[config.mk]
export PLATFORM = sky130hd
export DESIGN_NAME = cct_core_timing
export DESIGN_NICKNAME = d
export VERILOG_FILES = /design/src/rtl/cct_pkg.sv /design/src/rtl/cct_core_timing.sv
export SDC_FILE = /design/constraint.sdc
export NUM_CORES = 1
export LEC_CHECK = 0
export BUFFER_PORTS_ARGS = -buffer_cell sky130_fd_sc_hd__buf_2
export CAP_MARGIN = 20
export CORE_ASPECT_RATIO = 0.6
export CORE_MARGIN = 2
export CORE_UTILIZATION = 35
export DETAILED_ROUTE_END_ITERATION = 6
export PLACE_DENSITY = 0.55
export REMOVE_ABC_BUFFERS = 1
export SLEW_MARGIN = 20
export SYNTH_ARGS = -nofsm -noshare
export SYNTH_HDL_FRONTEND = slang
export SYNTH_SLANG_ARGS = --single-unit
export TNS_END_PERCENT = 30
[constraint.sdc]
create_clock -name mclk -period 2.7 [get_ports mclk]
set_clock_uncertainty 0.2 [all_clocks]
set_input_delay 0.135 -clock mclk [delete_from_list [all_inputs] [get_ports mclk]]
set_output_delay 0.135 -clock mclk [all_outputs]
set_load 0.03 [all_outputs]
[src/rtl/cct_pkg.sv]
// package: constants and types for the cycle-timing and page block
package cct_pkg;
    localparam int          CLK_MHZ          = 40;
    localparam int          MAX_CLK_MHZ      = 50;
    localparam logic [7:0]  ADDR_PAGE_SELECT = 8'ha7;
    localparam logic [7:0]  ADDR_PAGE_CTRL   = 8'ha8;
    localparam logic [7:0]  ADDR_LAST_LEN    = 8'ha9;
    localparam logic [7:0]  ADDR_LAST_CYC    = 8'haa;
    localparam logic [7:0]  ADDR_STACK_TOP1  = 8'hab;
    localparam logic [7:0]  PAGE_RESET       = 8'h00;
    localparam int          CTRL_AUTO_BIT    = 0;
    localparam logic [7:0]  CTRL_RESET       = 8'h01;
    localparam int          STACK_DEPTH      = 4;
    localparam int          NUM_SRC          = 8;
    localparam logic [3:0]  MAX_CYCLES       = 4'h8;

    typedef enum logic [1:0] {CCT_OPND_REG, CCT_OPND_DIR, CCT_OPND_IND, CCT_OPND_IMM} cct_opnd_e;
    typedef enum logic [3:0] {
        CCT_OP_ADD, CCT_OP_ADDC, CCT_OP_SUBB, CCT_OP_ANL, CCT_OP_ORL, CCT_OP_XRL,
        CCT_OP_ANL_DIR_A, CCT_OP_ORL_DIR_A, CCT_OP_ANL_DIR_IMM, CCT_OP_ORL_DIR_IMM,
        CCT_OP_INCDEC, CCT_OP_INC_DPTR, CCT_OP_DA, CCT_OP_MUL, CCT_OP_DIV, CCT_OP_NONE
    } cct_op_e;
    typedef enum logic [1:0] {CCT_IDLE, CCT_EXEC} cct_state_e;

    typedef struct packed {
        logic      valid;
        cct_op_e   op;
        cct_opnd_e opnd;
    } cct_instr_s;

    typedef struct packed {
        logic [1:0] len;
        logic [3:0] cycles;
    } cct_timing_s;

    typedef struct packed {
        logic [7:0] addr;
        logic [7:0] wdata;
        logic       wr;
        logic       rd;
    } cct_bus_s;

    typedef struct packed {
        cct_state_e                   state;
        logic [3:0]                   cnt;
        cct_timing_s                  last;
        logic                         done;
        logic [7:0]                   ctrl;
        logic [STACK_DEPTH-1:0][7:0]  stack;
        logic [2:0]                   sp;
        logic [7:0]                   rdata;
    } cct_state_s;
endpackage : cct_pkg

[src/rtl/cct_core_timing.sv]
// core instruction timing sequencer with register page select and page stack
//
// Summary of operation
// RULE1 - add/addc/subb with working register: one byte, one cycle
// RULE2 - add/addc/subb with direct byte: two bytes, two cycles
// RULE3 - add/addc/subb with indirect ram: one byte, two cycles
// RULE4 - add/addc/subb with immediate: two bytes, two cycles
// RULE5 - and/or/xor into accumulator from register: one byte, one cycle
// RULE6 - and/or/xor into accumulator from direct byte: two bytes, two cycles
// RULE7 - and/or/xor into accumulator from indirect ram: one byte, two cycles
// RULE8 - and/or accumulator into direct byte: two bytes, two cycles
// RULE9 - and/or immediate into direct byte: three bytes, three cycles
// RULE10 - and/or immediate into accumulator: two bytes, two cycles
// RULE11 - no instruction exceeds eight cycles
// RULE12 - fully synchronous design, valid for any clock up to 50 MHz
// RULE13 - page select register answers at 0xa7 on every page
// RULE14 - write sets the page for later accesses; resets to zero
// RULE15 - read returns the page currently in use
// RULE16 - with auto paging on, interrupt entry switches to source page
// RULE17 - interrupt return restores previous page unless stack was altered
// RULE18 - page select is stack top; only interrupts push and pop
// RULE19 - stack depth and source page map are parameters
// RULE20 - inc/dec/inc dptr/da one cycle, mul four, div eight; here inc/dec direct and indirect take two cycles
//
// The address-and-strobe port was left to the implementer.
`timescale 1ns/1ps
module cct_core_timing #(
    parameter logic [cct_pkg::NUM_SRC-1:0][7:0] SRC_PAGE = '0  // [RULE19]
) (
    input  wire logic                      mclk,
    input  wire logic                      reset,
    input  wire cct_pkg::cct_instr_s       instr,
    output logic                           instr_ready,
    output logic                           instr_done,
    output logic [1:0]                     instr_len,
    output logic [3:0]                     instr_cycles,
    input  wire logic                      irq_enter,
    input  wire logic [2:0]                irq_src,
    input  wire logic                      irq_return,
    output logic [7:0]                     register_page_select,
    input  wire cct_pkg::cct_bus_s         bus,
    output logic [7:0]                     rdata
);
    cct_pkg::cct_state_s r_ff, nxt_r;
    cct_pkg::cct_timing_s t;

    // length and cycle count of one instruction form
    function automatic cct_pkg::cct_timing_s timing_of(input cct_pkg::cct_instr_s i);
        cct_pkg::cct_timing_s v;
        v.len    = 2'h1;
        v.cycles = 4'h1;
        case (i.op)
            cct_pkg::CCT_OP_ADD, cct_pkg::CCT_OP_ADDC, cct_pkg::CCT_OP_SUBB,
            cct_pkg::CCT_OP_ANL, cct_pkg::CCT_OP_ORL, cct_pkg::CCT_OP_XRL: begin
                case (i.opnd)
                    cct_pkg::CCT_OPND_REG: begin
                        v.len    = 2'h1; // [RULE1] [RULE5]
                        v.cycles = 4'h1;
                    end
                    cct_pkg::CCT_OPND_DIR: begin
                        v.len    = 2'h2; // [RULE2] [RULE6]
                        v.cycles = 4'h2;
                    end
                    cct_pkg::CCT_OPND_IND: begin
                        v.len    = 2'h1; // [RULE3] [RULE7]
                        v.cycles = 4'h2;
                    end
                    default: begin
                        v.len    = 2'h2; // [RULE4] [RULE10]
                        v.cycles = 4'h2;
                    end
                endcase
            end
            cct_pkg::CCT_OP_ANL_DIR_A, cct_pkg::CCT_OP_ORL_DIR_A: begin
                v.len    = 2'h2; // [RULE8]
                v.cycles = 4'h2;
            end
            cct_pkg::CCT_OP_ANL_DIR_IMM, cct_pkg::CCT_OP_ORL_DIR_IMM: begin
                v.len    = 2'h3; // [RULE9]
                v.cycles = 4'h3;
            end
            cct_pkg::CCT_OP_INCDEC: begin
                // inc/dec of memory forms follow the operand table like add
                case (i.opnd)
                    cct_pkg::CCT_OPND_DIR: begin
                        v.len    = 2'h2;
                        v.cycles = 4'h2;
                    end
                    cct_pkg::CCT_OPND_IND: begin
                        v.len    = 2'h1;
                        v.cycles = 4'h2;
                    end
                    default: begin
                        v.len    = 2'h1; // [RULE20]
                        v.cycles = 4'h1;
                    end
                endcase
            end
            cct_pkg::CCT_OP_INC_DPTR, cct_pkg::CCT_OP_DA: begin
                v.len    = 2'h1; // [RULE20]
                v.cycles = 4'h1;
            end
            cct_pkg::CCT_OP_MUL: begin
                v.len    = 2'h1; // [RULE20]
                v.cycles = 4'h4;
            end
            cct_pkg::CCT_OP_DIV: begin
                v.len    = 2'h1; // [RULE20] [RULE11]
                v.cycles = cct_pkg::MAX_CYCLES;
            end
            default: begin
                v.len    = 2'h1;
                v.cycles = 4'h1;
            end
        endcase
        return v;
    endfunction : timing_of

    // page that an interrupt source owns
    function automatic logic [7:0] src_page(input logic [2:0] s);
        return SRC_PAGE[s]; // [RULE19]
    endfunction : src_page

    // one register of the port is written in this cycle
    function automatic logic wr_hit(input cct_pkg::cct_bus_s b, input logic [7:0] a);
        return b.wr && b.addr == a;
    endfunction : wr_hit

    assign t = timing_of(instr);

    always_comb begin
        nxt_r      = r_ff;
        nxt_r.done = 1'b0;
        // sequencer: accept when idle, hold for the instruction's cycles
        case (r_ff.state)
            cct_pkg::CCT_IDLE: begin
                if (instr.valid) begin
                    nxt_r.last = t;
                    if (t.cycles == 4'h1) begin
                        nxt_r.done = 1'b1;
                    end else begin
                        nxt_r.cnt   = t.cycles - 4'h1;
                        nxt_r.state = cct_pkg::CCT_EXEC;
                    end
                end
            end
            cct_pkg::CCT_EXEC: begin
                nxt_r.cnt = r_ff.cnt - 4'h1;
                if (r_ff.cnt == 4'h1) begin
                    nxt_r.done  = 1'b1; // [RULE11]
                    nxt_r.state = cct_pkg::CCT_IDLE;
                end
            end
            default: nxt_r.state = cct_pkg::CCT_IDLE;
        endcase

        // a page select write alters only the stack top, never pushes or pops
        if (wr_hit(bus, cct_pkg::ADDR_PAGE_SELECT)) begin
            nxt_r.stack[0] = bus.wdata; // [RULE13] [RULE14] [RULE18]
        end
        // the entry below the top is writable so a handler can alter the return page
        if (wr_hit(bus, cct_pkg::ADDR_STACK_TOP1)) begin
            nxt_r.stack[1] = bus.wdata; // [RULE17]
        end
        if (wr_hit(bus, cct_pkg::ADDR_PAGE_CTRL)) begin
            nxt_r.ctrl = bus.wdata;
        end

        // interrupt entry pushes and switches; return pops. entry wins over return when auto paging is on.
        // the enable is the registered one, so a control write acts from the next cycle
        if (irq_enter && r_ff.ctrl[cct_pkg::CTRL_AUTO_BIT]) begin
            for (int k = cct_pkg::STACK_DEPTH - 1; k > 0; k--) begin
                nxt_r.stack[k] = nxt_r.stack[k-1]; // [RULE18]
            end
            nxt_r.stack[0] = src_page(irq_src); // [RULE16]
            if (r_ff.sp != 3'(cct_pkg::STACK_DEPTH - 1)) begin
                nxt_r.sp = r_ff.sp + 3'h1;
            end
        end else if (irq_return && r_ff.sp != 3'h0) begin
            for (int k = 0; k < cct_pkg::STACK_DEPTH - 1; k++) begin
                nxt_r.stack[k] = nxt_r.stack[k+1]; // [RULE17] [RULE18]
            end
            nxt_r.stack[cct_pkg::STACK_DEPTH-1] = cct_pkg::PAGE_RESET;
            nxt_r.sp = r_ff.sp - 3'h1;
        end

        nxt_r.rdata = 8'h00;
        if (bus.rd) begin
            case (bus.addr)
                cct_pkg::ADDR_PAGE_SELECT: nxt_r.rdata = r_ff.stack[0]; // [RULE15]
                cct_pkg::ADDR_PAGE_CTRL:   nxt_r.rdata = r_ff.ctrl;
                cct_pkg::ADDR_LAST_LEN:    nxt_r.rdata = {6'h00, r_ff.last.len};
                cct_pkg::ADDR_LAST_CYC:    nxt_r.rdata = {4'h0, r_ff.last.cycles};
                cct_pkg::ADDR_STACK_TOP1:  nxt_r.rdata = r_ff.stack[1];
                default:                   nxt_r.rdata = 8'h00;
            endcase
        end
    end

    // single synchronous clock domain; no path depends on clock rate [RULE12]
    always_ff @(posedge mclk) begin
        if (reset) begin
            r_ff.state <= cct_pkg::CCT_IDLE;
            r_ff.cnt   <= 4'h0;
            r_ff.last  <= '0;
            r_ff.done  <= 1'b0;
            r_ff.ctrl  <= cct_pkg::CTRL_RESET;
            r_ff.stack <= '0; // [RULE14]
            r_ff.sp    <= 3'h0;
            r_ff.rdata <= 8'h00;
        end else begin
            r_ff <= nxt_r;
        end
    end

    assign instr_ready          = (r_ff.state == cct_pkg::CCT_IDLE);
    assign instr_done           = r_ff.done;
    assign instr_len            = r_ff.last.len;
    assign instr_cycles         = r_ff.last.cycles;
    assign register_page_select = r_ff.stack[0];
    assign rdata                = r_ff.rdata;

    // cycle counter from accept to done, for checks
    logic [3:0] chk_cnt_ff;
    always_ff @(posedge mclk) begin
        if (reset || instr_done) begin
            chk_cnt_ff <= 4'h0;
        end else if (!instr_ready || instr.valid) begin
            chk_cnt_ff <= chk_cnt_ff + 4'h1;
        end
    end

    // request qualifiers shared by the timing checks
    logic chk_take;
    logic chk_arith;
    logic chk_logic;
    assign chk_take  = instr_ready && instr.valid;
    assign chk_arith = instr.op inside {cct_pkg::CCT_OP_ADD, cct_pkg::CCT_OP_ADDC, cct_pkg::CCT_OP_SUBB};
    assign chk_logic = instr.op inside {cct_pkg::CCT_OP_ANL, cct_pkg::CCT_OP_ORL, cct_pkg::CCT_OP_XRL};
endmodule : cct_core_timing

* Word level (Yosys, flattened, before mapping)
Memory sizes are Yosys's and may differ from the RTL's.
Cells that the tools add are included.
** Storage, ports and cells
- Flip-flop bits (word level) :: 64
- Latch bits :: 0
- Bits in writable memories :: 0
- Memory bits (read-only) :: 64
- Bits of input ports :: 32
- Output and inout bits :: 24
- Word-level logic and storage cells :: 83
- Memories kept :: 1
** Memories
- (no name shown) :: depth 8, width 8, read ports 1, clocked after Yosys merged registers in 0, write ports 0, line cct_core_timing.sv:121 : return SRC_PAGE[s];
** Operators by class
- Add/sub/neg operators :: 4
- Multiply operators :: 0
- Divide/modulo/power cells :: 0
- Magnitude comparators :: 1
- Equality and inequality tests :: 27
- Shift-type cells :: 0
- Muxes and demuxes :: 18
- Bitwise operators :: 1
- Reduce and logical (&&, ||, !) cells :: 19
** Operators by type and width (count)
- two-way mux 35 bit :: 2
- equality test 8 bit (second input constant) :: 5
- case mux 8 bit (5 select lines) :: 1
- case mux 6 bit (6 select lines) :: 1
- two-way mux 8 bit :: 3
- case mux 6 bit (2 select lines) :: 2
- equality test 4 bit (second input constant) :: 5
- equality test 4 x 3 -> 1 bit (second input constant) :: 4
- two-way mux 13 bit :: 1
- equality test 4 x 1 -> 1 bit (second input constant) :: 3
- equality test 4 x 2 -> 1 bit (second input constant) :: 2
- case mux 4 bit (2 select lines) :: 1
- subtractor 4 x 1 -> 4 bit (second input constant) :: 2
- two-way mux 6 bit :: 1
- inequality test 2 bit (second input constant) :: 3
- AND reduction 3 bit :: 2
- OR reduction 2 bit :: 3
- OR reduction 6 bit :: 1
- logical AND 1 bit :: 5
- equality test 2 x 1 -> 1 bit (second input constant) :: 2
- zero test 2 bit :: 2
- zero test 4 bit :: 1
- < comparator 3 x 4 -> 1 bit (second input constant) :: 1
- case mux 2 bit (2 select lines) :: 1
- other kinds (13) :: 16

* Logic depth before layout (Yosys ltp)
Gate-level depths: netlist of the first run.
- Depth in word-level cells :: 7
- Mapped depth :: 13
- Mapped depth without buffers :: 12

* Worst setup path before layout of the first run
OpenSTA, ideal clock, no wires.
- Kind :: input -> register
- Start :: input instr[0] (netlist bit)
- End :: register r_ff[60] (netlist bit)
- Setup time :: 0.078 ns
- Data arrival time :: 2.116 ns
- Required time :: 2.422 ns
- Setup slack :: 0.307 ns
- Stages :: 13
- Path buffers :: 1
- Cell sequence :: inv_1 > ha_1 > nand2b_1 > o21ai_1 > or3_1 > buf_2 > inv_1 > ha_1 > a21boi_0 > a211oi_2 > and2_1 > o22a_1 > nor3_1
** RTL lines
- start: declaration :: line cct_core_timing.sv:32 : input wire cct_pkg::cct_instr_s instr,
- end signal: assignment :: line cct_core_timing.sv:212 : r_ff <= nxt_r;
- end: declaration :: line cct_core_timing.sv:44 : cct_pkg::cct_state_s r_ff, nxt_r;

==> results.env, run 1 <==
WORSTHOLDPATHTYPE='in -> reg'
FLOORPLAN.CORE_AREA_MM2=0.00926
REGTOREGSTARTPOINT='r_ff[43]'
YOSYSWARNINGCOUNT=0
CTS.PATH.MAX_BUFFERS=2
STATUS='completed'
NUMCTSBUFFERS=9
MIN_FROM='bus[1]'
TIMING.CRITICAL_PATH.ARRIVAL_NS=2.33
WORST-R2R-SETUP-SLACK_NS=0.68
GRT_MAX_DEGREE=42
DRTPASS1ITERATIONS=4
P_LEAK_nW=1.67
YOSYS.CELL_COUNT.TOP_TYPE='dfxtp_1'
H-TREE-DEPTH=3
AREA_OF_THE_DIE_MM2=0.0105
ASYNC_RESET_FF_SHARE_PCT=0
POST-CTS-SETUP-BUFFER-COUNT=0
VIA_COUNT_OF_THE_FIRST_GLOBAL_ROUTING_PASS=2811
RSZ0062_AT_GRT='false'
CLOCK-SINKS=63
SETUP_TNS_NS=0
GRT_ANTENNA_BEFORE_REPAIR=0
CLOCK_PIN_SLEW_WORST_SETUP_AND_HOLD_PATHS_NS=0.05
SLEW_VIOL_FINAL=0
SYN-INSTANCE-COUNT=413
WORST_HOLD_SLACK_NS=0.0187
SHARE_OF_THE_CORE_FILLED_WITH_CELLS_IN_THE_FINAL_LAYOUT_PCT=43.5
IR_WORST_VDD_mV=0.358
FIRST_ITER_VIOLATIONS=136
POST_ROUTE_WL_MM=8.56
FLOORPLAN.INITIALDENSITY_PCT=36.4
ANTENNA_LEFT=0
NUMPORTBUFFERS=52
SYNTH_EDF_COUNT=0
MIN_PATH_CELLS=3
WHS_ENDPOINT='r_ff[49]'
DRV.MAX_CAP_VIOLATION_COUNT=0
POWER.DENSITY_CELL_AREA_mW_PER_MM2=701
DIE_W_UM=131
GP_ROUTABILITY_CONGESTION=0.836
WORSTREGTOREGCELLS=5
NETLIST-CELL-TYPE-COUNT=53
SYNTH.TOP_CELLS.BY_COUNT='dfxtp_1, nand2_1, a21oi_1'
NUM_VIAS=2952
STDCELL_COUNT=585
SYNTHFLOPTYPE='dfxtp_1'
ROUTE.DETAILED.DRC=0
GR-TOTAL-OVERFLOW=0
TRITONCTS='yes'
WORST_SETUP_PATH_START_KIND='input pin'
NUM_ROWS=27
MAX-SLEW-MARGIN-REL_PCT=53.7
VIA_DENSITY_PER_INSTANCE=5.05
OVERALL_TRACK_DEMAND_OVER_CAPACITY_IN_GLOBAL_ROUTING_PCT=17.8
R2R-END='r_ff[24]'
SYNTH_AREA_MM2=0.00337
CLOCK.FMAX_MHz=438
NUMBER_OF_TOP_LEVEL_PINS=56
COUNT_OF_FINAL_HOLD_CHECK_VIOLATIONS=0
CHIPHEIGHT_UM=80.0
CRITPATHMAXFANOUT=6
GLOBAL_ROUTE_WIRE_LENGTH_BEFORE_REPAIR_MM=14.2
FINAL.MIN_CLOCK_PERIOD_NS=2.28
CRITICAL_PATH.ENDPOINT_TYPE='register'
SYNTH-SEQ-AREA-SHARE_PCT=37.4
REPORT.FINAL.SETUP_VIOL=0
WORST_MAX_SLEW_PIN_SLEW_NS=0.694
POST_ROUTE_CELLS_DRIVE_ABOVE_1_SHARE_PCT=19.3
ROOT_BUFFER='clkbuf_16'
WORST_SETUP_PATH_STARTPOINT='instr[0]'
WIRE_PER_INST_UM=14.6
WORST-ENDPOINT-REQUIRED_NS=2.74
POWER_W=0.00282
HPWL_MM=6.34
AREA_SHARE_OF_THE_LARGEST_CELL_TYPE_AFTER_SYNTHESIS_PCT=37.4
FINISH.NET_COUNT=495
DPL.CELL_COUNT=557
CRITICALPATHCATEGORY='in -> reg'
INSERTEDDIODECOUNT=0
AREA_GROWTH_PCT=19.3
FINAL.PERIOD_UTILIZATION_PCT=84.6
POSTSYNTHREGISTERBITS=63
SYNTH_TOP_CELL_BY_AREA='dfxtp_1'
WORST_SKEW_PAIR.LATE_LATENCY_NS=0.32
NETLIST_TOP_CELLS_AREA='dfxtp_1, a21oi_1, nand2_1, buf_4, mux2i_1'
SYN_AREA_PER_CELL_UM2=8.17
==> sequential cells by signal, indices dropped and copies added (netlist names) <==
name and count:
instr_cycles 4, register_page_select 8, rdata 8, r_ff 40, instr_len 2, instr_done 1
==> placed cells by master, fill, tap and decap left out, types with 2 or more instances in the layout <==
| cell type | n |
|---|---|
| dfxtp_1 | 63 |
| buf_2 | 52 |
| nand2_1 | 48 |
| a21oi_1 | 39 |
| nor2_1 | 34 |
| o21ai_0 | 24 |
| mux2i_1 | 17 |
| nand3_1 | 16 |
| inv_1 | 13 |
| ha_1 | 13 |
| dlygate4sd3_1 | 12 |
| a31oi_1 | 10 |
| clkbuf_16 | 9 |
| buf_4 | 9 |
| a22oi_1 | 8 |
| and2_1 | 7 |
| a21boi_0 | 6 |
| nor3_1 | 6 |
| a211oi_1 | 6 |
| a21o_1 | 5 |
| nand2b_1 | 4 |
| nor2b_1 | 4 |
| o22ai_1 | 4 |
| mux2_2 | 3 |
| o21a_1 | 3 |
| clkbuf_8 | 3 |
| nand4b_1 | 2 |
| o21ai_1 | 2 |
| xnor2_1 | 2 |
| and2b_1 | 2 |
| o32a_1 | 2 |
| clkinv_2 | 2 |
==> through the flow <==
stage	setup WS [ns]	area (um2)
final	0.417	4020
after floorplan	0.0946	3100
after global placement	0.150	3590
after detailed placement	0.105	3590
after CTS	0.435	4020
after global routing	0.190	4020
==> worst max-delay path, stage by stage <==
cell	delay (ns)
buf_2	0.11
inv_1	0.07
ha_1	0.30
nand2b_1	0.10
o21ai_1	0.07
or3_1	0.39
inv_1	0.07
ha_1	0.21
a21boi_0	0.24
a211oi_2	0.11
and2_1	0.20
o22a_1	0.20
nor3_1	0.12
==> where the power goes <==
group | total [W] | switching [W] | internal [W]
sequential | 0.00106 | 0.0000552 | 0.00100
combinational | 0.000576 | 0.000358 | 0.000218
clock | 0.00119 | 0.000400 | 0.000787
==> per-layer routing <==
layer / global-route usage, % / vias to the layer above / part of all wire, %
met3: 4.02 / 7 / 5.0
met1: 26.5 / 1370 / 55
li1: - / 1503 / -
met4: 6.70 / 0 / 1.1
met2: 24.3 / 72 / 39
met5: 0 / - / 0
==> area by class of cell <==
class                           instances  area, um2
Multi-Input combinational cell        290       1790
Sequential cell                        63       1260
Clock buffer                           13        270
Tap cell                              130        163
Timing Repair Buffer                   73        448
Fill cell                             963       5230
Clock inverter                          3       40.0
Inverter                               13       48.8
==> how the worst max path moves through the flow <==
stage,slack (ns),cells after the start,to
4_1_cts,0.44,13,r_ff[60]
2_1_floorplan,0.09,7,r_ff[29]
5_1_grt,0.19,13,r_ff[60]
3_3_place_gp,0.15,13,r_ff[60]
6_report,0.42,13,r_ff[60]
3_5_place_dp,0.10,13,r_ff[60]
==> cells by family (layout without fill, tap and decap cells) <==
logic type / after synthesis / after routing / synth area share (%)
simple gates: 134 / 134 / 19.4
compound gates: 120 / 120 / 22.0
flops: 63 / 63 / 37.4
buf+inv: 60 / 102 / 9.57
mux: 20 / 20 / 6.05
fa+ha+maj: 13 / 13 / 4.82
xor+xnor: 3 / 3 / 0.779
==> timing repair <==
action / 4_1_cts / 5_1_grt
hold buffers: 12 / 0
gates resized for setup: 0 / 0
hold endpoints to repair: 21 / 0
No activity file was read; power rests on OpenSTA's default activity.
==> inputs of run 2 (changes only) <==
- ABC_AREA: not set -> 1
- PLACE_DENSITY: 0.55 -> 0.56
- clock period: 2.7 -> 1.9 ns (I/O delays scaled with it)
==> run 2 against run 1 <==
Net effect: the flow now finishes with violations (hold timing); critical path depth fell by 7; clock-buffer cell count increased by 1; die area up 10%; via count is 21% higher; register-to-register slack worse by 0.56 ns; design area grew 11%; sequential cell count unchanged; area after synthesis is 11% higher; final cell count grew 26%; worst setup slack lost 0.30 ns; critical endpoint is now instr_cycles[3]; largest power group unchanged; highest routed layer unchanged.
==> results.env, run 2 <==
STATUS='complete, but fails checks'
FAILING_CHECKS='hold timing'
HPWL_MM=7.43  # +17%
SYN_AREA_PER_CELL_UM2=6.98  # -15%
WIRE_PER_INST_UM=13.8  # -5.8%
FLOORPLAN.INITIALDENSITY_PCT=35.6  # -0.84 points
OVERALL_TRACK_DEMAND_OVER_CAPACITY_IN_GLOBAL_ROUTING_PCT=18.3  # +0.58 points
FIRST_ITER_VIOLATIONS=269  # +98%
DRV.MAX_CAP_VIOLATION_COUNT=0  # unchanged
CRITPATHMAXFANOUT=6  # unchanged
REPORT.FINAL.SETUP_VIOL=0  # unchanged
MOSTFREQUENTLAYOUTCELLS='nand2_1, inv_1, dfxtp_1'
SYNTH_AREA_MM2=0.00373  # +11%
COUNT_OF_FINAL_HOLD_CHECK_VIOLATIONS=2  # +2
WORST_SKEW_PAIR.LATE_LATENCY_NS=0.33  # about the same
TRITONCTS='yes'
STDCELL_COUNT=735  # +26%
AREA_SHARE_OF_THE_LARGEST_CELL_TYPE_AFTER_SYNTHESIS_PCT=33.8  # -3.6 points
CHIPHEIGHT_UM=84  # +4.9%
SYNTH-SEQ-AREA-SHARE_PCT=33.8  # -3.6 points
WORSTHOLDPATHTYPE='in -> reg'
ASYNC_RESET_FF_SHARE_PCT=0  # unchanged
INSERTEDDIODECOUNT=0  # unchanged
NUM_VIAS=3567  # +21%
SYNTH_EDF_COUNT=0  # unchanged
FINAL.PERIOD_UTILIZATION_PCT=93.7
MAIN_COMBINATIONAL_CELL_FAMILY_BY_AREA_AFTER_SYNTHESIS='simple AND/OR/NAND/NOR gates'
POSTSYNTHREGISTERBITS=63  # unchanged
NUM_ROWS=29  # +7.4%
LAYOUT.CELL_AREA.NON_FILLER_MM2=0.00447  # +11%
CLOCK_PIN_SLEW_WORST_SETUP_AND_HOLD_PATHS_NS=0.05  # about the same
SYNTH_FA_HA_AREA_SHARE_PCT=4.36  # -0.47 points
NETLIST-CELL-TYPE-COUNT=33  # -38%
FLOORPLAN.CORE_AREA_MM2=0.0105  # +13%
WORST_HOLD_SLACK_NS=-0.0132  # -0.0319 ns
POWER.DENSITY_CELL_AREA_mW_PER_MM2=771  # +10%
NUMPORTBUFFERS=52  # unchanged
GP_ROUTABILITY_CONGESTION=0.875  # +4.7%
H-TREE-DEPTH=3  # unchanged
WORST_MAX_SLEW_PIN_SLEW_NS=0.441  # -0.253 ns
LARGEST_REGISTER_FF_COUNT=40  # unchanged
POST_ROUTE_CELLS_DRIVE_ABOVE_1_SHARE_PCT=21.1  # +1.8 points
CRITICALPATHCATEGORY='reg -> reg'
SLEW_VIOL_FINAL=0  # unchanged
VIA_DENSITY_PER_INSTANCE=4.85  # -3.8%
FINAL.MIN_CLOCK_PERIOD_NS=1.78
ROUTE.DETAILED.DRC=0  # unchanged
GRT_MAX_DEGREE=27  # -36%
WORST-ENDPOINT-REQUIRED_NS=1.92  # -0.82 ns
SYNTH_TOP_CELL_BY_AREA='dfxtp_1'
AREA_OF_THE_DIE_MM2=0.0115  # +10%
SYNTHESIZED_AREA_FRACTION_OCCUPIED_BY_AO_OA_AOI_AND_OAI_CELLS_PCT=11.7  # -10 points
SETUP_TNS_NS=0  # unchanged
WORST_SETUP_PATH_START_KIND='register'
YOSYSWARNINGCOUNT=0  # unchanged
DIE_W_UM=137  # +5.0%
YOSYS.CELL_COUNT.TOP_TYPE='nand2_1'
GR-TOTAL-OVERFLOW=0  # unchanged
POST_SYNTH_AND_OR_NAND_NOR_AREA_FRACTION_PCT=35.0  # +16 points
CLOCK-SINKS=63  # unchanged
P_LEAK_nW=2.21  # +33%
VIA_COUNT_OF_THE_FIRST_GLOBAL_ROUTING_PASS=3277  # +17%
CRITICAL_PATH.ENDPOINT_TYPE='register'
POST_ROUTE_WL_MM=10.1  # +18%
NUMCTSBUFFERS=9  # unchanged
BUSIEST_LAYER='met1'
ROOT_BUFFER='clkbuf_16'
MET1_USAGE_PCT=28.1  # +1.6 points
LARGEST_REGISTER='r_ff'
GRT_USE_MET2_PCT=23.7  # -0.67 points
CTS.PATH.MAX_BUFFERS=2  # unchanged
NETLIST_TOP_CELLS_AREA='dfxtp_1, nand2_1, nand3_1, inv_1, a21oi_1'
NUMBER_OF_TOP_LEVEL_PINS=56  # unchanged
LAYOUT.CELLS.MOST_COMMON='nand2_1'
AREA_GROWTH_PCT=19.7
SYNTHFLOPTYPE='dfxtp_1'
IR_WORST_VDD_mV=0.493  # +38%
FINISH.NET_COUNT=637  # +29%
DPL.CELL_COUNT=708  # +27%
TIMING.CRITICAL_PATH.ARRIVAL_NS=1.80  # -0.53 ns
YOSYS.AREA_SHARE.XOR_XNOR_PCT=0.469  # -0.31 points
SYNTH.TOP_CELLS.BY_COUNT='nand2_1, inv_1, dfxtp_1'
GR-USAGE-MET3_PCT=5.10  # +1.1 points
MAX-SLEW-MARGIN-REL_PCT=70.6  # +17 points
POST-ROUTE-WORST-SETUP-SLACK_NS=0.119  # -0.297 ns
GRT_ANTENNA_BEFORE_REPAIR=0  # unchanged
SYN-INSTANCE-COUNT=535  # +30%
PLACE_AREA_MM2=0.00408  # +14%
GLOBAL_ROUTE_WIRE_LENGTH_BEFORE_REPAIR_MM=16.3  # +15%
DRTPASS1ITERATIONS=4  # unchanged
SYNTH_MUX_AREA_SHARE_PCT=0  # -6.0 points
CLOCK.FMAX_MHz=562
PRECTSSETUPSLACK_NS=-0.0691  # -0.174 ns
ANTENNA_LEFT=0  # unchanged
RSZ0062_AT_GRT='false'
run 2: worst paths after layout:
path,startpoint,to,slack [ns],cells after the start
max,r_ff[62],instr_cycles[3],0.12,6
min,irq_return,register_page_select[4],-0.01,4
min reg2reg,r_ff[47],r_ff[47],0.26,2
max reg2reg,r_ff[62],instr_cycles[3],0.12,6
run 2: kinds of logic (layout without fill, tap and decap cells):
family                     count (synthesis)  after routing
buffers and inverters                    112            173
AOI/OAI and AO/OA                         80             80
adders and majority gates                 13             13
and+or+nand+nor                          265            265
DFF                                       63             63
xor gates and xnor gates                   2              2
run 2: routing by layer:
metal,share of wire [%],vias up
met1,53,1622
met4,1.5,0
met3,6.7,12
met5,0,-
li1,-,1814
met2,39,119
run 2: report_power, final:
group / total, W / internal, W / switching (W) / leakage, nW
Clock: 0.00148 / 0.000910 / 0.000565 / 0.127
Combinational: 0.000577 / 0.000207 / 0.000371 / 1.58
Sequential: 0.00139 / 0.00136 / 0.0000323 / 0.510
Total: 0.00345 / 0.00248 / 0.000968 / 2.21
run 2: critical path: stages, from the launching register on:
cell,delay (ns)
dfxtp_1,0.35
inv_2,0.11
nand2_1,0.07
buf_4,0.16
a21oi_1,0.15
dlygate4sd3_1,0.57
nor2_1,0.05
run 2: metrics by stage:
| step | hold slack (ns) | total power (W) | utilization [%] |
|---|---|---|---|
| 6_report | -0.0132 | 0.00345 | 42.6 |
| 3_5_place_dp | 0.186 | 0.00196 | 38.9 |
| 3_3_place_gp | 0.182 | 0.00195 | 38.9 |
| 2_1_floorplan | -0.0359 | 0.00173 | - |
| 4_1_cts | 0.00664 | 0.00346 | 42.4 |
| 5_1_grt | 0.00197 | 0.00362 | 42.6 |
run 2: area by class of cell:
type / instances / area (um2)
fill: 1055 / 6020
multi-input combinational: 360 / 1930
sequential: 63 / 1260
inverter: 72 / 278
clock inverter: 1 / 5.00
tap: 139 / 174
clock buffer: 14 / 254
timing repair buffer: 86 / 568
run 2: timing repair:
item	CTS	global route
gates resized for setup	0	6
setup buffers	0	1
setup endpoints to repair	0	34
hold buffers	11	0
endpoints found under the hold margin	22	0
==> inputs of run 3 (changes only) <==
- ABC_AREA: 1 -> 0
- PLACE_DENSITY: 0.56 -> 0.57
==> run 3 against run 2 <==
Net effect: the flow now finishes without violations; sequential power up 9%; hold slack better by 0.048 ns; worst setup slack worse by 0.077 ns; routed wire length down 7.6%; clock power rose by 9%; combinational power increased by 75%; non-clock buffer count increased by 16; register-to-register slack about the same; total power up 20%; die area fell by 9.3%; critical path type is now in -> reg; highest routed layer unchanged.
==> results.env, run 3 (same netlist as run 1, synthesis figures left out) <==
POST-ROUTE-WORST-SETUP-SLACK_NS=0.0421  # -0.0772 ns
LARGEST_REGISTER_FF_COUNT=40  # unchanged
SETUP_TNS_NS=0  # unchanged
STATUS='completed'
P_LEAK_nW=1.86  # -16%
CHIPHEIGHT_UM=80.0  # -4.7%
INSERTEDDIODECOUNT=0  # unchanged
LAYOUT.CELLS.MOST_COMMON='dfxtp_1'
REPORT.FINAL.SETUP_VIOL=0  # unchanged
NUMCTSBUFFERS=9  # unchanged
CLOCK_PIN_SLEW_WORST_SETUP_AND_HOLD_PATHS_NS=0.05  # about the same
POST_ROUTE_WL_MM=9.35  # -7.6%
SLEW_VIOL_FINAL=0  # unchanged
DPL.CELL_COUNT=576  # -19%
H-TREE-DEPTH=3  # unchanged
GRT_MAX_DEGREE=42  # +56%
CTS.PATH.MAX_BUFFERS=2  # unchanged
GR-TOTAL-OVERFLOW=0  # unchanged
RSZ0062_AT_GRT='true'
FINAL.PERIOD_UTILIZATION_PCT=97.8  # +4.1 points
NUM_ROWS=27  # -6.9%
ROUTE.DETAILED.DRC=0  # unchanged
DRV.MAX_CAP_VIOLATION_COUNT=0  # unchanged
ANTENNA_LEFT=0  # unchanged
FINAL.MIN_CLOCK_PERIOD_NS=1.86  # +0.0772 ns
NUMBER_OF_TOP_LEVEL_PINS=56  # unchanged
ROOT_BUFFER='clkbuf_16'
TRITONCTS='yes'
TIMING.CRITICAL_PATH.ARRIVAL_NS=1.86  # +0.06 ns
WORST_SETUP_PATH_START_KIND='input pin'
CLOCK-SINKS=63  # unchanged
MAX-SLEW-MARGIN-REL_PCT=70.7  # +0.18 points
FINISH.NET_COUNT=524  # -18%
HPWL_MM=6.60  # -11%
CRITPATHMAXFANOUT=4  # -2
NUMPORTBUFFERS=52  # unchanged
FLOORPLAN.INITIALDENSITY_PCT=36.4  # +0.84 points
POWER.DENSITY_CELL_AREA_mW_PER_MM2=941  # +22%
GP_ROUTABILITY_CONGESTION=0.840  # -4.1%
STDCELL_COUNT=614  # -16%
POST_ROUTE_CELLS_DRIVE_ABOVE_1_SHARE_PCT=26.2  # +5.1 points
VIA_DENSITY_PER_INSTANCE=5.15  # +6.2%
LARGEST_REGISTER='r_ff'
COUNT_OF_FINAL_HOLD_CHECK_VIOLATIONS=0  # -2
WORST_MAX_SLEW_PIN_SLEW_NS=0.438  # -0.00305 ns
AREA_OF_THE_DIE_MM2=0.0105  # -9.3%
MOSTFREQUENTLAYOUTCELLS='dfxtp_1, buf_2, nand2_1'
FLOORPLAN.CORE_AREA_MM2=0.00926  # -12%
WIRE_PER_INST_UM=15.2  # +11%
VIA_COUNT_OF_THE_FIRST_GLOBAL_ROUTING_PASS=3091  # -5.7%
GRT_ANTENNA_BEFORE_REPAIR=0  # unchanged
NUM_VIAS=3164  # -11%
FIRST_ITER_VIOLATIONS=182  # -32%
PRECTSSETUPSLACK_NS=-0.581  # -0.512 ns
GLOBAL_ROUTE_WIRE_LENGTH_BEFORE_REPAIR_MM=14.7  # -9.9%
OVERALL_TRACK_DEMAND_OVER_CAPACITY_IN_GLOBAL_ROUTING_PCT=18.4  # +0.063 points
WORST-ENDPOINT-REQUIRED_NS=1.91  # about the same
CRITICAL_PATH.ENDPOINT_TYPE='register'
DIE_W_UM=131  # -4.8%
WORST_SKEW_PAIR.LATE_LATENCY_NS=0.34  # about the same
DRTPASS1ITERATIONS=4  # unchanged
CLOCK.FMAX_MHz=538  # -4.2%
WORSTHOLDPATHTYPE='in -> reg'
IR_WORST_VDD_mV=0.431  # -13%
AREA_GROWTH_PCT=30.3
CRITICALPATHCATEGORY='in -> reg'
-- run 3: cell count changes in the layout (fill, tap and decap cells not counted), moves of 11 or more --
cell	change
a21oi_1	-11
nand2_1	-94
inv_1	-54
nand3_1	-35
mux2i_1	+17
nand4_1	-11
-- run 3: repair_timing --
action | 4_1_cts | 5_1_grt
hold endpoints to repair | 33 | 0
buffers inserted | 1 | 2
pin swaps | 7 | 5
gates cloned | 0 | 1
hold buffers | 18 | 0
setup endpoints to repair | 4 | 8
resized for setup | 7 | 25
-- run 3: report_power, final --
| part | leakage, nW | switching [W] | total, W | internal, W |
|---|---|---|---|---|
| logic | 1.20 | 0.000574 | 0.00101 | 0.000434 |
| registers | 0.514 | 0.0000881 | 0.00152 | 0.00143 |
| clock network | 0.146 | 0.000571 | 0.00161 | 0.00104 |
| total | 1.86 | 0.00123 | 0.00414 | 0.00291 |
-- run 3: worst max-delay path, stage by stage --
cell	delay [ns]
buf_2	0.09
inv_2	0.05
ha_4	0.27
nand2b_4	0.05
buf_4	0.14
nand2_4	0.07
a21oi_4	0.07
ha_4	0.18
buf_6	0.12
a211oi_4	0.31
buf_6	0.15
o21ai_0	0.08
a21oi_1	0.13
nor2_1	0.06
-- run 3: final timing paths --
path | start | endpoint | slack [ns] | depth (start not counted)
max | instr[0] | r_ff[58] | 0.04 | 14
min | instr[2] | instr_cycles[3] | 0.03 | 4
min reg2reg | r_ff[33] | r_ff[41] | 0.26 | 2
max reg2reg | r_ff[8] | r_ff[33] | 0.13 | 8
-- run 3: metrics by stage --
stage	util [%]	power [W]	area (um2)	hold slack, ns
CTS	46.0	0.00407	4260	0.00725
detailed placement	40.6	0.00242	3760	0.191
finish	47.5	0.00414	4400	0.0346
global route	47.5	0.00434	4400	0.0573
global placement	40.6	0.00239	3760	0.186
floorplan	-	0.00205	3100	-0.0359
-- run 3: area by class of cell --
| type | instances | area, um2 |
|---|---|---|
| multi-input combinational | 290 | 1900 |
| tap | 130 | 163 |
| clock buffer | 12 | 246 |
| fill | 937 | 4860 |
| timing repair buffer | 102 | 731 |
| clock inverter | 4 | 45.0 |
| sequential | 63 | 1260 |
| inverter | 13 | 48.8 |
-- run 3: layer usage --
metal	vias up	track usage, %	share of wire, %
met2	78	27.0	43
met3	14	5.23	4.6
met5	-	0	0
li1	1561	-	-
met1	1511	25.2	51
met4	0	7.55	1.5
